`src/hw/period_timer_pkg.sv`:
```
// Functional notes
// [RQ1] Eight-bit up-counting timer count register.
// [RQ2] Eight-bit limit register compared on increment.
// [RQ3] Count and limit are software read/write.
// [RQ4] Prescale select: 00 is 1, 01 is 4, 1x is 16.
// [RQ5] Postscale ratio equals field value plus one.
// [RQ6] Count equal to limit raises match condition.
// [RQ7] Run bit gates counting; stopped holds count.
// [RQ8] Unimplemented bits read zero; reset all zero.
// [RQ9] Flags set regardless of any enable bit.
// [RQ10] Software clears flag before enabling interrupt.
// [RQ11] Match flag bit 1 sticky until cleared.
// [RQ12] Conversion done flag bit 6 sticky.
// [RQ13] Capture/compare flag bit 2, unused in PWM.
// [RQ14] Wide timer overflow flag bit 0 sticky.
// [RQ15] Flag bits 7 and 5-3 read zero.
// [RQ16] Timer input is instruction clock, four periods.
// [RQ17] Count increments per tick, wraps after match.
// [RQ18] Flag set only on every Nth match.
// [RQ19] Count or control write clears scaler counts.
package period_timer_pkg;

	// ****************************************************************
	// Register map.
	// ****************************************************************
	// Two printed offsets are register indices, not byte addresses.
	// The bus sees each register at four times its index.
	localparam logic [7:0] FLAGS_INDEX   = 8'h0C;
	localparam logic [7:0] CONTROL_INDEX = 8'h12;
	localparam logic [7:0] FLAGS_ADDR   = {FLAGS_INDEX[5:0], 2'h0};
	localparam logic [7:0] CONTROL_ADDR = {CONTROL_INDEX[5:0], 2'h0};
	localparam logic [7:0] COUNT_ADDR   = 8'h20;
	localparam logic [7:0] LIMIT_ADDR   = 8'h24;
	localparam logic [7:0] ENABLE_ADDR  = 8'h28;
	localparam logic [7:0] CLEAR_ADDR   = 8'h2C;

	// ****************************************************************
	// Field positions and masks.
	// ****************************************************************
	localparam int WIDE_OVF_BIT  = 0;
	localparam int MATCH_BIT     = 1;
	localparam int CAPCMP_BIT    = 2;
	localparam int CONV_BIT      = 6;
	localparam logic [7:0] FLAGS_MASK   = 8'h47;
	localparam logic [7:0] CONTROL_MASK = 8'h7F;
	localparam logic [7:0] RESET_VALUE  = 8'h00;
	localparam int RUN_BIT       = 2;
	localparam int POST_LSB      = 3;

	// ****************************************************************
	// Timing.
	// ****************************************************************
	localparam int OSC_PER_INSN  = 4;
	localparam logic [3:0] PRE_LAST_DIV1  = 4'h0;
	localparam logic [3:0] PRE_LAST_DIV4  = 4'h3;
	localparam logic [3:0] PRE_LAST_DIV16 = 4'hF;
	localparam logic [1:0] RESP_OKAY   = 2'h0;
	localparam logic [1:0] RESP_SLVERR = 2'h2;

	// Control register layout.
	typedef struct packed {
		logic       unused;
		logic [3:0] postscale_select;
		logic       period_timer_run;
		logic [1:0] prescale_select;
	} control_t;

	// Hardware event strobes.
	typedef struct packed {
		logic conversion_done;
		logic capture_compare;
		logic wide_timer_overflow;
	} events_t;

endpackage

```
`src/hw/period_match_timer.sv`:
```
`timescale 1ns/1ps
module period_match_timer
(
	input  wire logic                     clk_i,
	input  wire logic                     rst_i,
	input  wire period_timer_pkg::events_t events_i,
	input  wire logic                     pwm_mode_i,
	input  wire logic [7:0]               s_awaddr_i,
	input  wire logic                     s_awvalid_i,
	output logic                          s_awready_o,
	input  wire logic [31:0]              s_wdata_i,
	input  wire logic [3:0]               s_wstrb_i,
	input  wire logic                     s_wvalid_i,
	output logic                          s_wready_o,
	output logic [1:0]                    s_bresp_o,
	output logic                          s_bvalid_o,
	input  wire logic                     s_bready_i,
	input  wire logic [7:0]               s_araddr_i,
	input  wire logic                     s_arvalid_i,
	output logic                          s_arready_o,
	output logic [31:0]                   s_rdata_o,
	output logic [1:0]                    s_rresp_o,
	output logic                          s_rvalid_o,
	input  wire logic                     s_rready_i,
	output logic                          irq_o
);

	// ****************************************************************
	// Registers and internal state.
	// ****************************************************************
	period_timer_pkg::control_t control;
	logic [7:0]                 count;
	logic [7:0]                 limit;
	logic [7:0]                 flags;
	logic [7:0]                 enable;
	logic [1:0]                 insn_phase;
	logic [3:0]                 pre_count;
	logic [3:0]                 post_count;
	logic                       aw_held;
	logic                       w_held;
	logic [7:0]                 aw_addr;
	logic [31:0]                w_data;
	logic [3:0]                 w_strb;
	logic                       wr_go;
	logic                       wr_count;
	logic                       wr_control;
	logic                       wr_lane0;
	logic                       tick;
	logic                       incr;
	logic                       match;
	logic                       post_hit;
	logic [3:0]                 pre_last;
	logic [2:0]                 ev_q1;
	logic [2:0]                 ev_q2;
	logic [2:0]                 ev_q3;
	logic [2:0]                 ev_rise;
	logic [1:0]                 pwm_q;
	logic [7:0]                 set_bits;
	logic [7:0]                 clr_bits;
	logic [7:0]                 rd_value;
	logic                       rd_known;

	// ****************************************************************
	// Write channel: address and data taken in either order.
	// ****************************************************************
	assign wr_go    = aw_held && w_held && !s_bvalid_o;
	assign wr_lane0 = wr_go && w_strb[0];
	assign wr_count   = wr_lane0 && aw_addr == period_timer_pkg::COUNT_ADDR;
	assign wr_control = wr_lane0
		&& aw_addr == period_timer_pkg::CONTROL_ADDR;

	// Captures address and data and raises the response after both.
	always_ff @(posedge clk_i or posedge rst_i)
	begin
		if (rst_i)
		begin
			aw_held     <= 1'b0;
			w_held      <= 1'b0;
			aw_addr     <= 8'h00;
			w_data      <= 32'h0000_0000;
			w_strb      <= 4'h0;
			s_awready_o <= 1'b0;
			s_wready_o  <= 1'b0;
			s_bvalid_o  <= 1'b0;
			s_bresp_o   <= 2'h0;
		end
		else
		begin
			s_awready_o <= !aw_held && !s_awready_o;
			s_wready_o  <= !w_held && !s_wready_o;
			if (s_awvalid_i && s_awready_o)
			begin
				aw_held     <= 1'b1;
				aw_addr     <= s_awaddr_i;
				s_awready_o <= 1'b0;
			end
			if (s_wvalid_i && s_wready_o)
			begin
				w_held     <= 1'b1;
				w_data     <= s_wdata_i;
				w_strb     <= s_wstrb_i;
				s_wready_o <= 1'b0;
			end
			if (wr_go)
			begin
				s_bvalid_o <= 1'b1;
				case (aw_addr)
					period_timer_pkg::FLAGS_ADDR,
					period_timer_pkg::CONTROL_ADDR,
					period_timer_pkg::COUNT_ADDR,
					period_timer_pkg::LIMIT_ADDR,
					period_timer_pkg::ENABLE_ADDR,
					period_timer_pkg::CLEAR_ADDR:
						s_bresp_o <= period_timer_pkg::RESP_OKAY;
					default:
						s_bresp_o <= period_timer_pkg::RESP_SLVERR;
				endcase
			end
			if (s_bvalid_o && s_bready_i)
			begin
				s_bvalid_o <= 1'b0;
				aw_held    <= 1'b0;
				w_held     <= 1'b0;
			end
		end
	end

	// Software-written configuration registers.
	always_ff @(posedge clk_i or posedge rst_i)
	begin
		if (rst_i)
		begin
			control <= period_timer_pkg::RESET_VALUE; // RQ8
			limit   <= period_timer_pkg::RESET_VALUE;
			enable  <= period_timer_pkg::RESET_VALUE;
		end
		else if (wr_lane0)
		begin
			if (wr_control)
				control <= w_data[7:0] & period_timer_pkg::CONTROL_MASK; // RQ8
			if (aw_addr == period_timer_pkg::LIMIT_ADDR)
				limit <= w_data[7:0]; // RQ3
			if (aw_addr == period_timer_pkg::ENABLE_ADDR)
				enable <= w_data[7:0] & period_timer_pkg::FLAGS_MASK;
		end
	end

	// ****************************************************************
	// Prescaler and counter.
	// ****************************************************************

	// Instruction clock strobe: one tick every four input clocks.
	always_ff @(posedge clk_i or posedge rst_i)
	begin
		if (rst_i)
			insn_phase <= 2'h0;
		else
			insn_phase <= insn_phase + 2'h1; // RQ16
	end

	// Prescaler terminal count by select code.
	always_comb
	begin
		if (control.prescale_select[1])
			pre_last = period_timer_pkg::PRE_LAST_DIV16; // RQ4
		else if (control.prescale_select[0])
			pre_last = period_timer_pkg::PRE_LAST_DIV4; // RQ4
		else
			pre_last = period_timer_pkg::PRE_LAST_DIV1; // RQ4
	end

	assign tick  = control.period_timer_run
		&& insn_phase == 2'(period_timer_pkg::OSC_PER_INSN - 1); // RQ7
	assign incr  = tick && pre_count == pre_last;
	assign match = incr && count == limit; // RQ2 RQ6
	assign post_hit = match && post_count == control.postscale_select;

	// Prescale divider; cleared by a count or control write.
	always_ff @(posedge clk_i or posedge rst_i)
	begin
		if (rst_i)
			pre_count <= 4'h0;
		else if (wr_count || wr_control)
			pre_count <= 4'h0; // RQ19
		else if (incr)
			pre_count <= 4'h0;
		else if (tick)
			pre_count <= pre_count + 4'h1;
	end

	// The count: software write wins, else increment or wrap.
	always_ff @(posedge clk_i or posedge rst_i)
	begin
		if (rst_i)
			count <= 8'h00;
		else if (wr_count)
			count <= w_data[7:0]; // RQ3
		else if (match)
			count <= 8'h00; // RQ17
		else if (incr)
			count <= count + 8'h01; // RQ1 RQ17
	end

	// Postscaler counts matches.
	always_ff @(posedge clk_i or posedge rst_i)
	begin
		if (rst_i)
			post_count <= 4'h0;
		else if (wr_count || wr_control)
			post_count <= 4'h0; // RQ19
		else if (post_hit)
			post_count <= 4'h0; // RQ5 RQ18
		else if (match)
			post_count <= post_count + 4'h1; // RQ18
	end

	// ****************************************************************
	// Event inputs and flags.
	// ****************************************************************

	// Two-stage synchroniser plus an edge register for each event.
	always_ff @(posedge clk_i or posedge rst_i)
	begin
		if (rst_i)
		begin
			ev_q1 <= 3'h0;
			ev_q2 <= 3'h0;
			ev_q3 <= 3'h0;
			pwm_q <= 2'h0;
		end
		else
		begin
			ev_q1 <= events_i;
			ev_q2 <= ev_q1;
			ev_q3 <= ev_q2;
			pwm_q <= {pwm_q[0], pwm_mode_i};
		end
	end

	assign ev_rise = ev_q2 & ~ev_q3;

	// Set terms beat clear terms in the same cycle.
	always_comb
	begin
		set_bits = 8'h00;
		set_bits[period_timer_pkg::MATCH_BIT]    = post_hit; // RQ11
		set_bits[period_timer_pkg::CONV_BIT]     = ev_rise[2]; // RQ12
		set_bits[period_timer_pkg::CAPCMP_BIT]   = ev_rise[1] && !pwm_q[1]; // RQ13
		set_bits[period_timer_pkg::WIDE_OVF_BIT] = ev_rise[0]; // RQ14
		clr_bits = 8'h00;
		if (wr_lane0 && aw_addr == period_timer_pkg::CLEAR_ADDR)
			clr_bits = w_data[7:0];
		else if (wr_lane0 && aw_addr == period_timer_pkg::FLAGS_ADDR)
			clr_bits = ~w_data[7:0];
	end

	// Sticky flags, set regardless of enables.
	always_ff @(posedge clk_i or posedge rst_i)
	begin
		if (rst_i)
			flags <= period_timer_pkg::RESET_VALUE;
		else
			flags <= ((flags & ~clr_bits) | set_bits)
				& period_timer_pkg::FLAGS_MASK; // RQ9 RQ15
	end

	// Level interrupt from enabled flags.
	always_ff @(posedge clk_i or posedge rst_i)
	begin
		if (rst_i)
			irq_o <= 1'b0;
		else
			irq_o <= |(flags & enable);
	end

	// ****************************************************************
	// Read channel.
	// ****************************************************************

	// Read data decode.
	always_comb
	begin
		rd_known = 1'b1;
		case (s_araddr_i)
			period_timer_pkg::FLAGS_ADDR:   rd_value = flags; // RQ15
			period_timer_pkg::CONTROL_ADDR: rd_value = control; // RQ8
			period_timer_pkg::COUNT_ADDR:   rd_value = count; // RQ3
			period_timer_pkg::LIMIT_ADDR:   rd_value = limit; // RQ3
			period_timer_pkg::ENABLE_ADDR:  rd_value = enable;
			period_timer_pkg::CLEAR_ADDR:   rd_value = 8'h00;
			default:
			begin
				rd_value = 8'h00;
				rd_known = 1'b0;
			end
		endcase
	end

	// Takes one read and answers it on the next cycle.
	always_ff @(posedge clk_i or posedge rst_i)
	begin
		if (rst_i)
		begin
			s_arready_o <= 1'b0;
			s_rvalid_o  <= 1'b0;
			s_rdata_o   <= 32'h0000_0000;
			s_rresp_o   <= 2'h0;
		end
		else
		begin
			s_arready_o <= !s_rvalid_o && !s_arready_o;
			if (s_arvalid_i && s_arready_o)
			begin
				s_arready_o <= 1'b0;
				s_rvalid_o  <= 1'b1;
				s_rdata_o   <= {24'h000000, rd_value};
				s_rresp_o   <= rd_known ? period_timer_pkg::RESP_OKAY
					: period_timer_pkg::RESP_SLVERR;
			end
			else if (s_rvalid_o && s_rready_i)
				s_rvalid_o <= 1'b0;
		end
	end

	// ****************************************************************
	// Checks.
	// ****************************************************************
	period_wrap_a: assert property ( // RQ17
		@(posedge clk_i) disable iff (rst_i)
		match && !wr_count |=> count == 8'h00)
		else $error("count did not wrap after match");
	stop_holds_a: assert property ( // RQ7
		@(posedge clk_i) disable iff (rst_i)
		!control.period_timer_run && !wr_count |=> $stable(count))
		else $error("count moved while stopped");
	match_sticky_a: assert property ( // RQ11
		@(posedge clk_i) disable iff (rst_i)
		flags[1] && clr_bits[1] == 1'b0 |=> flags[1])
		else $error("match flag dropped without clear");
	flag_set_a: assert property ( // RQ9
		@(posedge clk_i) disable iff (rst_i)
		post_hit |=> flags[1])
		else $error("match flag not set");
	unused_zero_a: assert property ( // RQ15
		@(posedge clk_i) disable iff (rst_i)
		flags[7] == 1'b0 && flags[5:3] == 3'h0)
		else $error("unimplemented flag bit set");
	ctrl_top_a: assert property ( // RQ8
		@(posedge clk_i) disable iff (rst_i)
		control[7] == 1'b0)
		else $error("control bit 7 set");
	pre_one_a: assert property ( // RQ4
		@(posedge clk_i) disable iff (rst_i)
		tick && control.prescale_select == 2'h0 |-> incr)
		else $error("divide by one missed tick");
	scaler_clear_a: assert property ( // RQ19
		@(posedge clk_i) disable iff (rst_i)
		wr_control |=> pre_count == 4'h0 && post_count == 4'h0)
		else $error("scaler not cleared");
	insn_rate_a: assert property ( // RQ16
		@(posedge clk_i) disable iff (rst_i)
		tick |=> !tick [*3])
		else $error("tick faster than instruction clock");
	post_bound_a: assert property ( // RQ5 RQ18
		@(posedge clk_i) disable iff (rst_i)
		match && !wr_count && !wr_control
		&& post_count != control.postscale_select
		|=> post_count == $past(post_count) + 4'h1)
		else $error("postscaler did not advance");
	conv_flag_a: assert property ( // RQ12
		@(posedge clk_i) disable iff (rst_i)
		ev_rise[2] |=> flags[6])
		else $error("conversion flag not set");
	ovf_flag_a: assert property ( // RQ14
		@(posedge clk_i) disable iff (rst_i)
		ev_rise[0] |=> flags[0])
		else $error("overflow flag not set");
	capcmp_flag_a: assert property ( // RQ13
		@(posedge clk_i) disable iff (rst_i)
		ev_rise[1] && !pwm_q[1] |=> flags[2])
		else $error("capture flag not set");

endmodule

```
`config.mk`:
```
export PLATFORM = sky130hd
export DESIGN_NAME = period_match_timer
export DESIGN_NICKNAME = d
export VERILOG_FILES = /design/src/hw/period_timer_pkg.sv /design/src/hw/period_match_timer.sv
export SDC_FILE = /design/constraint.sdc
export NUM_CORES = 1
export LEC_CHECK = 0
export BUFFER_PORTS_ARGS = -buffer_cell sky130_fd_sc_hd__buf_2
export CORE_AREA = 2 2 107 109
export CTS_CLUSTER_DIAMETER = 50
export CTS_CLUSTER_SIZE = 10
export DETAILED_ROUTE_END_ITERATION = 8
export DIE_AREA = 0 0 109 111
export SLEW_MARGIN = 20
export SYNTH_ARGS = -nofsm -noshare
export SYNTH_HDL_FRONTEND = slang
export SYNTH_SLANG_ARGS = --single-unit
```
`constraint.sdc`:
```
create_clock -name clk_i -period 6.3 [get_ports clk_i]
set_input_delay 1.26 -clock clk_i [delete_from_list [all_inputs] [get_ports clk_i]]
set_output_delay 1.26 -clock clk_i [all_outputs]
set_load 0.1 [all_outputs]
```
==> results of run 1 <==
-- cell families (layout without fill, tap and decap cells) --
family | count (synthesis) | in the layout
multiplexers | 45 | 45
other | 1 | 26
XOR/XNOR | 13 | 13
buffers and inverters | 48 | 77
adder cells (fa/ha/maj) | 4 | 4
flip-flops | 87 | 87
AND/OR/NAND/NOR | 110 | 110
AO/OA/AOI/OAI | 79 | 79
-- power by group through the flow --
stage               Combinational, mW  Sequential [mW]  Clock, mW
floorplan                       0.367            0.933          0
global placement                0.584            0.814          0
detailed placement              0.596            0.820          0
CTS                             0.598            0.810      0.587
global route                    0.638            0.829      0.617
finish                          0.594            0.808      0.571
-- flip-flops by register name (all words and copies together), names as in the netlist, 2 cells and up --
signal      count
ev_q2           3
insn_phase      2
count           8
flags           4
limit           8
pre_count       4
post_count      4
control         7
enable          4
w_data          8
aw_addr         8
s_rdata_o       8
pwm_q           2
ev_q1           3
ev_q3           3
-- how the worst max path moves through the flow --
stage	slack [ns]	endpoint
global placement	3.16	s_rdata_o[3]
floorplan	2.79	aw_addr[0]
detailed placement	3.18	s_rdata_o[4]
CTS	3.54	s_rdata_o[4]
finish	3.48	s_rdata_o[4]
global route	3.33	s_rdata_o[3]
-- worst max-delay path: stages --
cell      delay (ns)
buf_2           0.10
nor3_1          0.75
and4bb_2        0.53
nand4b_1        0.13
a31oi_1         0.20
a21o_1          0.11
-- layout by cell type (no fill, tap or decap), types with 9 or more instances in the layout --
master / Yosys / final
xor2_1: 12 / 12
nand3_1: 14 / 14
nor2_1: 22 / 22
dfrtp_1: 87 / 87
buf_2: 2 / 51
a22o_1: 10 / 10
mux2_2: 36 / 36
o21ai_0: 21 / 21
nand2_1: 26 / 26
a21oi_1: 23 / 23
clkbuf_16: 0 / 9
mux2i_1: 9 / 9
conb_1: 1 / 26
nor3_1: 13 / 13
-- per-layer routing --
metal	vias up	routed length, um
met5	-	0
met4	0	110
met3	10	500
met2	101	4020
met1	1474	3860
li1	1448	-
-- area by class of cell --
class                   instances  area, um2  share of cell area (%)
inverters                       8       31.3                   0.642
flip-flops and latches         87       2180                    44.7
clock inverters                 6       92.6                    1.90
multi-input cells             277       1890                    38.8
clock buffers                  10        229                    4.70
well taps                     143        179                    3.67
repair buffers                 53        274                    5.62
-- per-stage QoR --
step	hold slack, ns	total power, mW	area (um2)	util [%]
6_report	0.352	1.97	4870	44.0
2_1_floorplan	0.331	1.30	4350	-
5_1_grt	0.366	2.08	4870	44.0
3_3_place_gp	0.333	1.40	4550	41.1
4_1_cts	0.354	2.00	4870	44.0
3_5_place_dp	0.339	1.42	4550	41.1
==> metrics.yaml, run 1 <==
status: "completed"
leakage_nw: 2.34
synth_edf_count: 0
core-area_mm2: 0.0111
switching_share_pct: 40.2
synth_cell_types: 44
p_sw_mw: 0.794
p_comb_share_pct: 30.1
power_frac_seq_pct: 41.0
drive_gt1_share_pct: 26.1
grt_pass1_vias: 3015
clock-sinks: 87
grt_first_pass_wirelength_mm: 14.6
synthTopCellsByCount: "87 x dfrtp_1, 36 x mux2_2, 26 x buf_4, 26 x nand2_1, 23 x a21oi_1"
peakVddDrop_v: 0.000266
dieArea_mm2: 0.0121
worstHoldEndpoint: "ev_q2[0]"
yosys_most_used_dff: "dfrtp_1"
initial_utilization_pct: 38.4
ff2ff_setup_slack_ns: 3.88
rr_startpoint: "s_bvalid_o"
synth_compound_area_share_pct: 12.4
holdPathStages: 0
yosys-top-cells-area: "dfrtp_1 51%, mux2_2 9.5%, buf_4 4.6%"
area_growth_pct: 14.6
grt.busiest_layer: "met2"
endpoint_kind: "register"
syn_inst: 387
synth.ff_latch_count: 87
placed_cells: 568
max_slew_margin_pct: 32.8
dieWidth_um: 109
max_freq_mhz: 355
cts_tree: "yes"
ys_seq_area_share_pct: 51.2
post-route-period-util_pct: 44.7
rows: 39
vias: 3033
rr_endpoint: "limit[6]"
crit_type: "primary input to register"
synth_xor_area_share_pct: 2.68
max_cap_viol_count: 0
min_from: "ev_q1[0]"
grt_use_total_pct: 15.2
rsz0062_at_grt: "no"
viasPerCell: 5.19
drv_slew: 0
hpwl_mm: 6.05
finalSetupTns_ns: 0
cts_resized: 0
yosysMostFrequentCell: "dfrtp_1"
crit_fanout: 12
cts_made_buffers: 9
worst_pin_slew_ns: 0.999
async_reset_ff_share_pct: 100
fin_worst_skew_ns: 0.00633
drtPass1Iterations: 4
clkPwrFrac_pct: 28.9
die_h_um: 111
use_met1_pct: 20.2
place_congestion: 0.749
grt_overflow_total: 0
hold_viol: 0
h-tree-depth: 3
num-nets-final: 503
crit_start: "s_araddr_i[7]"
synth_simple_gate_area_share_pct: 14.3
power_density_mw_per_mm2: 405
antenna_found_initial: 0
hold_class: "register to register"
path_clk_slew_ns: 0.06
routedWlPerCell_um: 14.5
fill_cells: 1063
fin_cells: 584
clk_latency_ns: 0.34
io_pins: 105
syn_area_mm2: 0.00425
root_buffer: "clkbuf_16"
synth_fa_ha_area_share_pct: 1.18
grt_max_degree: 88
r2r_cells: 4
grt_use_met3_pct: 4.59
yosysTopAreaCell: "dfrtp_1"
crit_path_start_kind: "primary input"
drtAntennaViolNets: 0
arrival_ns: 3.09
remaining_drc_errors: 0
cts_buffer_depth: 2
synthMuxAreaShare_pct: 11.6
synth_top_family_by_area: "simple AND/OR/NAND/NOR gates"
wirelength_mm: 8.49
port_buffers: 51
met2_usage_pct: 24.2
min_period_ns: 2.82
diodes: 0
setup_ws_ns: 3.48
setup_viol: 0
pre_cts_ws_ns: 3.18
first_iter_violations: 123
yosys.area.top_type_share_pct: 51.2
hold_buffers: 0
power.internal_mw: 1.18
post_cts_buffers: 0
required_ns: 6.58
yosys_warnings: 0
avgSynthCellArea_um2: 11.0
Power figures use the tool's default switching activity.
==> inputs of run 2 (changes only) <==
clock period = 2.7 ns   (was 6.3 ns; I/O delays follow)
==> run 2 against run 1 <==
  * Utilization increased by 0.16 points
  * Design area grew 0.36%
  * Global-route usage up 0.067 points
  * Register-to-register slack worse by 3.6 ns
  * Non-clock buffer count rose by 6
  * Clock skew grew 0.0018 ns
  * Via count grew 1.3%
  * Critical endpoint is now post_count[1]
  * Clock-buffer cell count grew 1
  * Critical path depth shrank 1
  * Sequential power grew 130%
  * Clock power increased by 100%
==> metrics.yaml, run 2 (synthesis gave the netlist of run 1 again) <==
worst_pin_slew_ns: 0.699  # -0.301 ns
crit_type: "register to register"
crit_path_start_kind: "register"
cpPeakStageDelay_ns: 0.54  # -0.21 ns
drtAntennaViolNets: 0  # unchanged
area_growth_pct: 15.0
first_iter_violations: 162  # +32%
grt_first_pass_wirelength_mm: 14.7  # +1.0%
initial_utilization_pct: 38.4  # unchanged
routedWlPerCell_um: 14.7  # +0.84%
wirelength_mm: 8.65  # +1.9%
path_clk_slew_ns: 0.06  # about the same
power_density_mw_per_mm2: 919  # +130%
endpoint_kind: "register"
crit_fanout: 17  # +5
post_cts_buffers: 0  # unchanged
peakVddDrop_v: 0.000563  # +110%
rows: 39  # unchanged
port_buffers: 51  # unchanged
drtPass1Iterations: 4  # unchanged
fill_cells: 1056  # -0.66%
vias: 3071  # +1.3%
min_period_ns: 2.39
rr_startpoint: "pre_count[0]"
remaining_drc_errors: 0  # unchanged
ff2ff_setup_slack_ns: 0.31  # -3.57 ns
grt_overflow_total: 0  # unchanged
hold_viol: 0  # unchanged
layout_commonest_cell: "dfrtp_1"
clk_latency_ns: 0.34  # about the same
layout_common_cells: "87 x dfrtp_1, 51 x buf_2, 36 x mux2_2, 26 x nand2_1, 26 x conb_1"
grt_pass1_vias: 2984  # -1.0%
rsz0062_at_grt: "no"
diodes: 0  # unchanged
fin_cells: 590  # +1.0%
finalSetupTns_ns: 0  # unchanged
max_cap_viol_count: 0  # unchanged
setup_ws_ns: 0.310  # -3.17 ns
h-tree-depth: 3  # unchanged
holdWs_ns: 0.242  # -0.110 ns
grt_use_total_pct: 15.3  # +0.067 points
hpwl_mm: 6.32  # +4.4%
pre_cts_ws_ns: 0.303  # -2.88 ns
cp_num_cells: 5  # -1
endpoint: "post_count[1]"
critical_path.cell_chain: "or3_4 > a2111oi_4 > o21bai_2 > or4b_1 > a21oi_1"
place_congestion: 0.786  # +4.9%
leakage_nw: 2.35  # +0.37%
cp_slowest_cell: "or4b_1"
fin_worst_skew_ns: 0.00817  # +0.00185 ns
num-nets-final: 509  # +1.2%
placed_cells: 574  # +1.1%
hold_class: "primary input to asynchronous set/reset pin"
arrival_ns: 2.65  # -0.44 ns
status: "completed"
die_h_um: 111  # unchanged
cts_resized: 0  # unchanged
cts_buffer_depth: 2  # unchanged
antenna_found_initial: 0  # unchanged
viasPerCell: 5.21  # +0.22%
utilization_pct: 44.2  # +0.16 points
required_ns: 2.96  # -3.62 ns
root_buffer: "clkbuf_16"
drv_slew: 0  # unchanged
io_pins: 105  # unchanged
cts_made_buffers: 9  # unchanged
dieArea_mm2: 0.0121  # unchanged
clock-sinks: 87  # unchanged
drive_gt1_share_pct: 27.1  # +0.99 points
max_freq_mhz: 418
hold_buffers: 0  # unchanged
critPathTopFamily: "compound AO/OA/AOI/OAI gates"
cts_tree: "yes"
core-area_mm2: 0.0111  # unchanged
max_slew_margin_pct: 53.4  # +21 points
post-route-period-util_pct: 88.5
setup_viol: 0  # unchanged
critPathBufInv: 0  # -1
rr_endpoint: "post_count[1]"
r2r_cells: 5  # +1
dieWidth_um: 109  # unchanged
crit_start: "pre_count[0]"
grt_max_degree: 65  # -26%
run 2: cell count changes in the layout (fill, tap and decap cells not counted):
cell / change
bufinv_16: -2
clkinv_2: -1
buf_4: +6
buf_6: -1
clkbuf_8: +1
clkinvlp_4: +2
buf_12: +1
run 2: layer usage:
metal	global-route usage (%)	wire, um
met2	24.0	4060
met3	3.59	459
met1	21.1	4030
met5	0	0
met4	4.36	95
run 2: metrics by stage:
stage	instance area, um2	total power [mW]
finish	4890	4.49
global route	4890	4.75
global placement	4610	3.33
detailed placement	4610	3.36
floorplan	4350	3.03
CTS	4890	4.54
run 2: final cells by class:
type / count / area [um2] / area share (%)
multi-input cells: 277 / 1890 / 38.7
flip-flops and latches: 87 / 2180 / 44.5
repair buffers: 59 / 328 / 6.70
well taps: 143 / 179 / 3.66
inverters: 8 / 33.8 / 0.691
clock inverters: 5 / 40.0 / 0.819
clock buffers: 11 / 243 / 4.96
run 2: power by group:
part           leakage [nW]  internal [mW]  switching (mW)
registers              1.11           1.57           0.313
logic                  1.11          0.415            1.03
clock network         0.129          0.655           0.510
total                  2.35           2.64            1.86
run 2: how the worst min path moves through the flow:
stage / endpoint / slack, ns / depth (start not counted)
finish: ev_q1[0] / 0.24 / 2
global route: aw_addr[3] / 0.27 / 2
CTS: aw_addr[6] / 0.25 / 2
detailed placement: pwm_q[1] / 0.33 / 0
global placement: ev_q2[1] / 0.33 / 0
floorplan: ev_q2[0] / 0.33 / 0
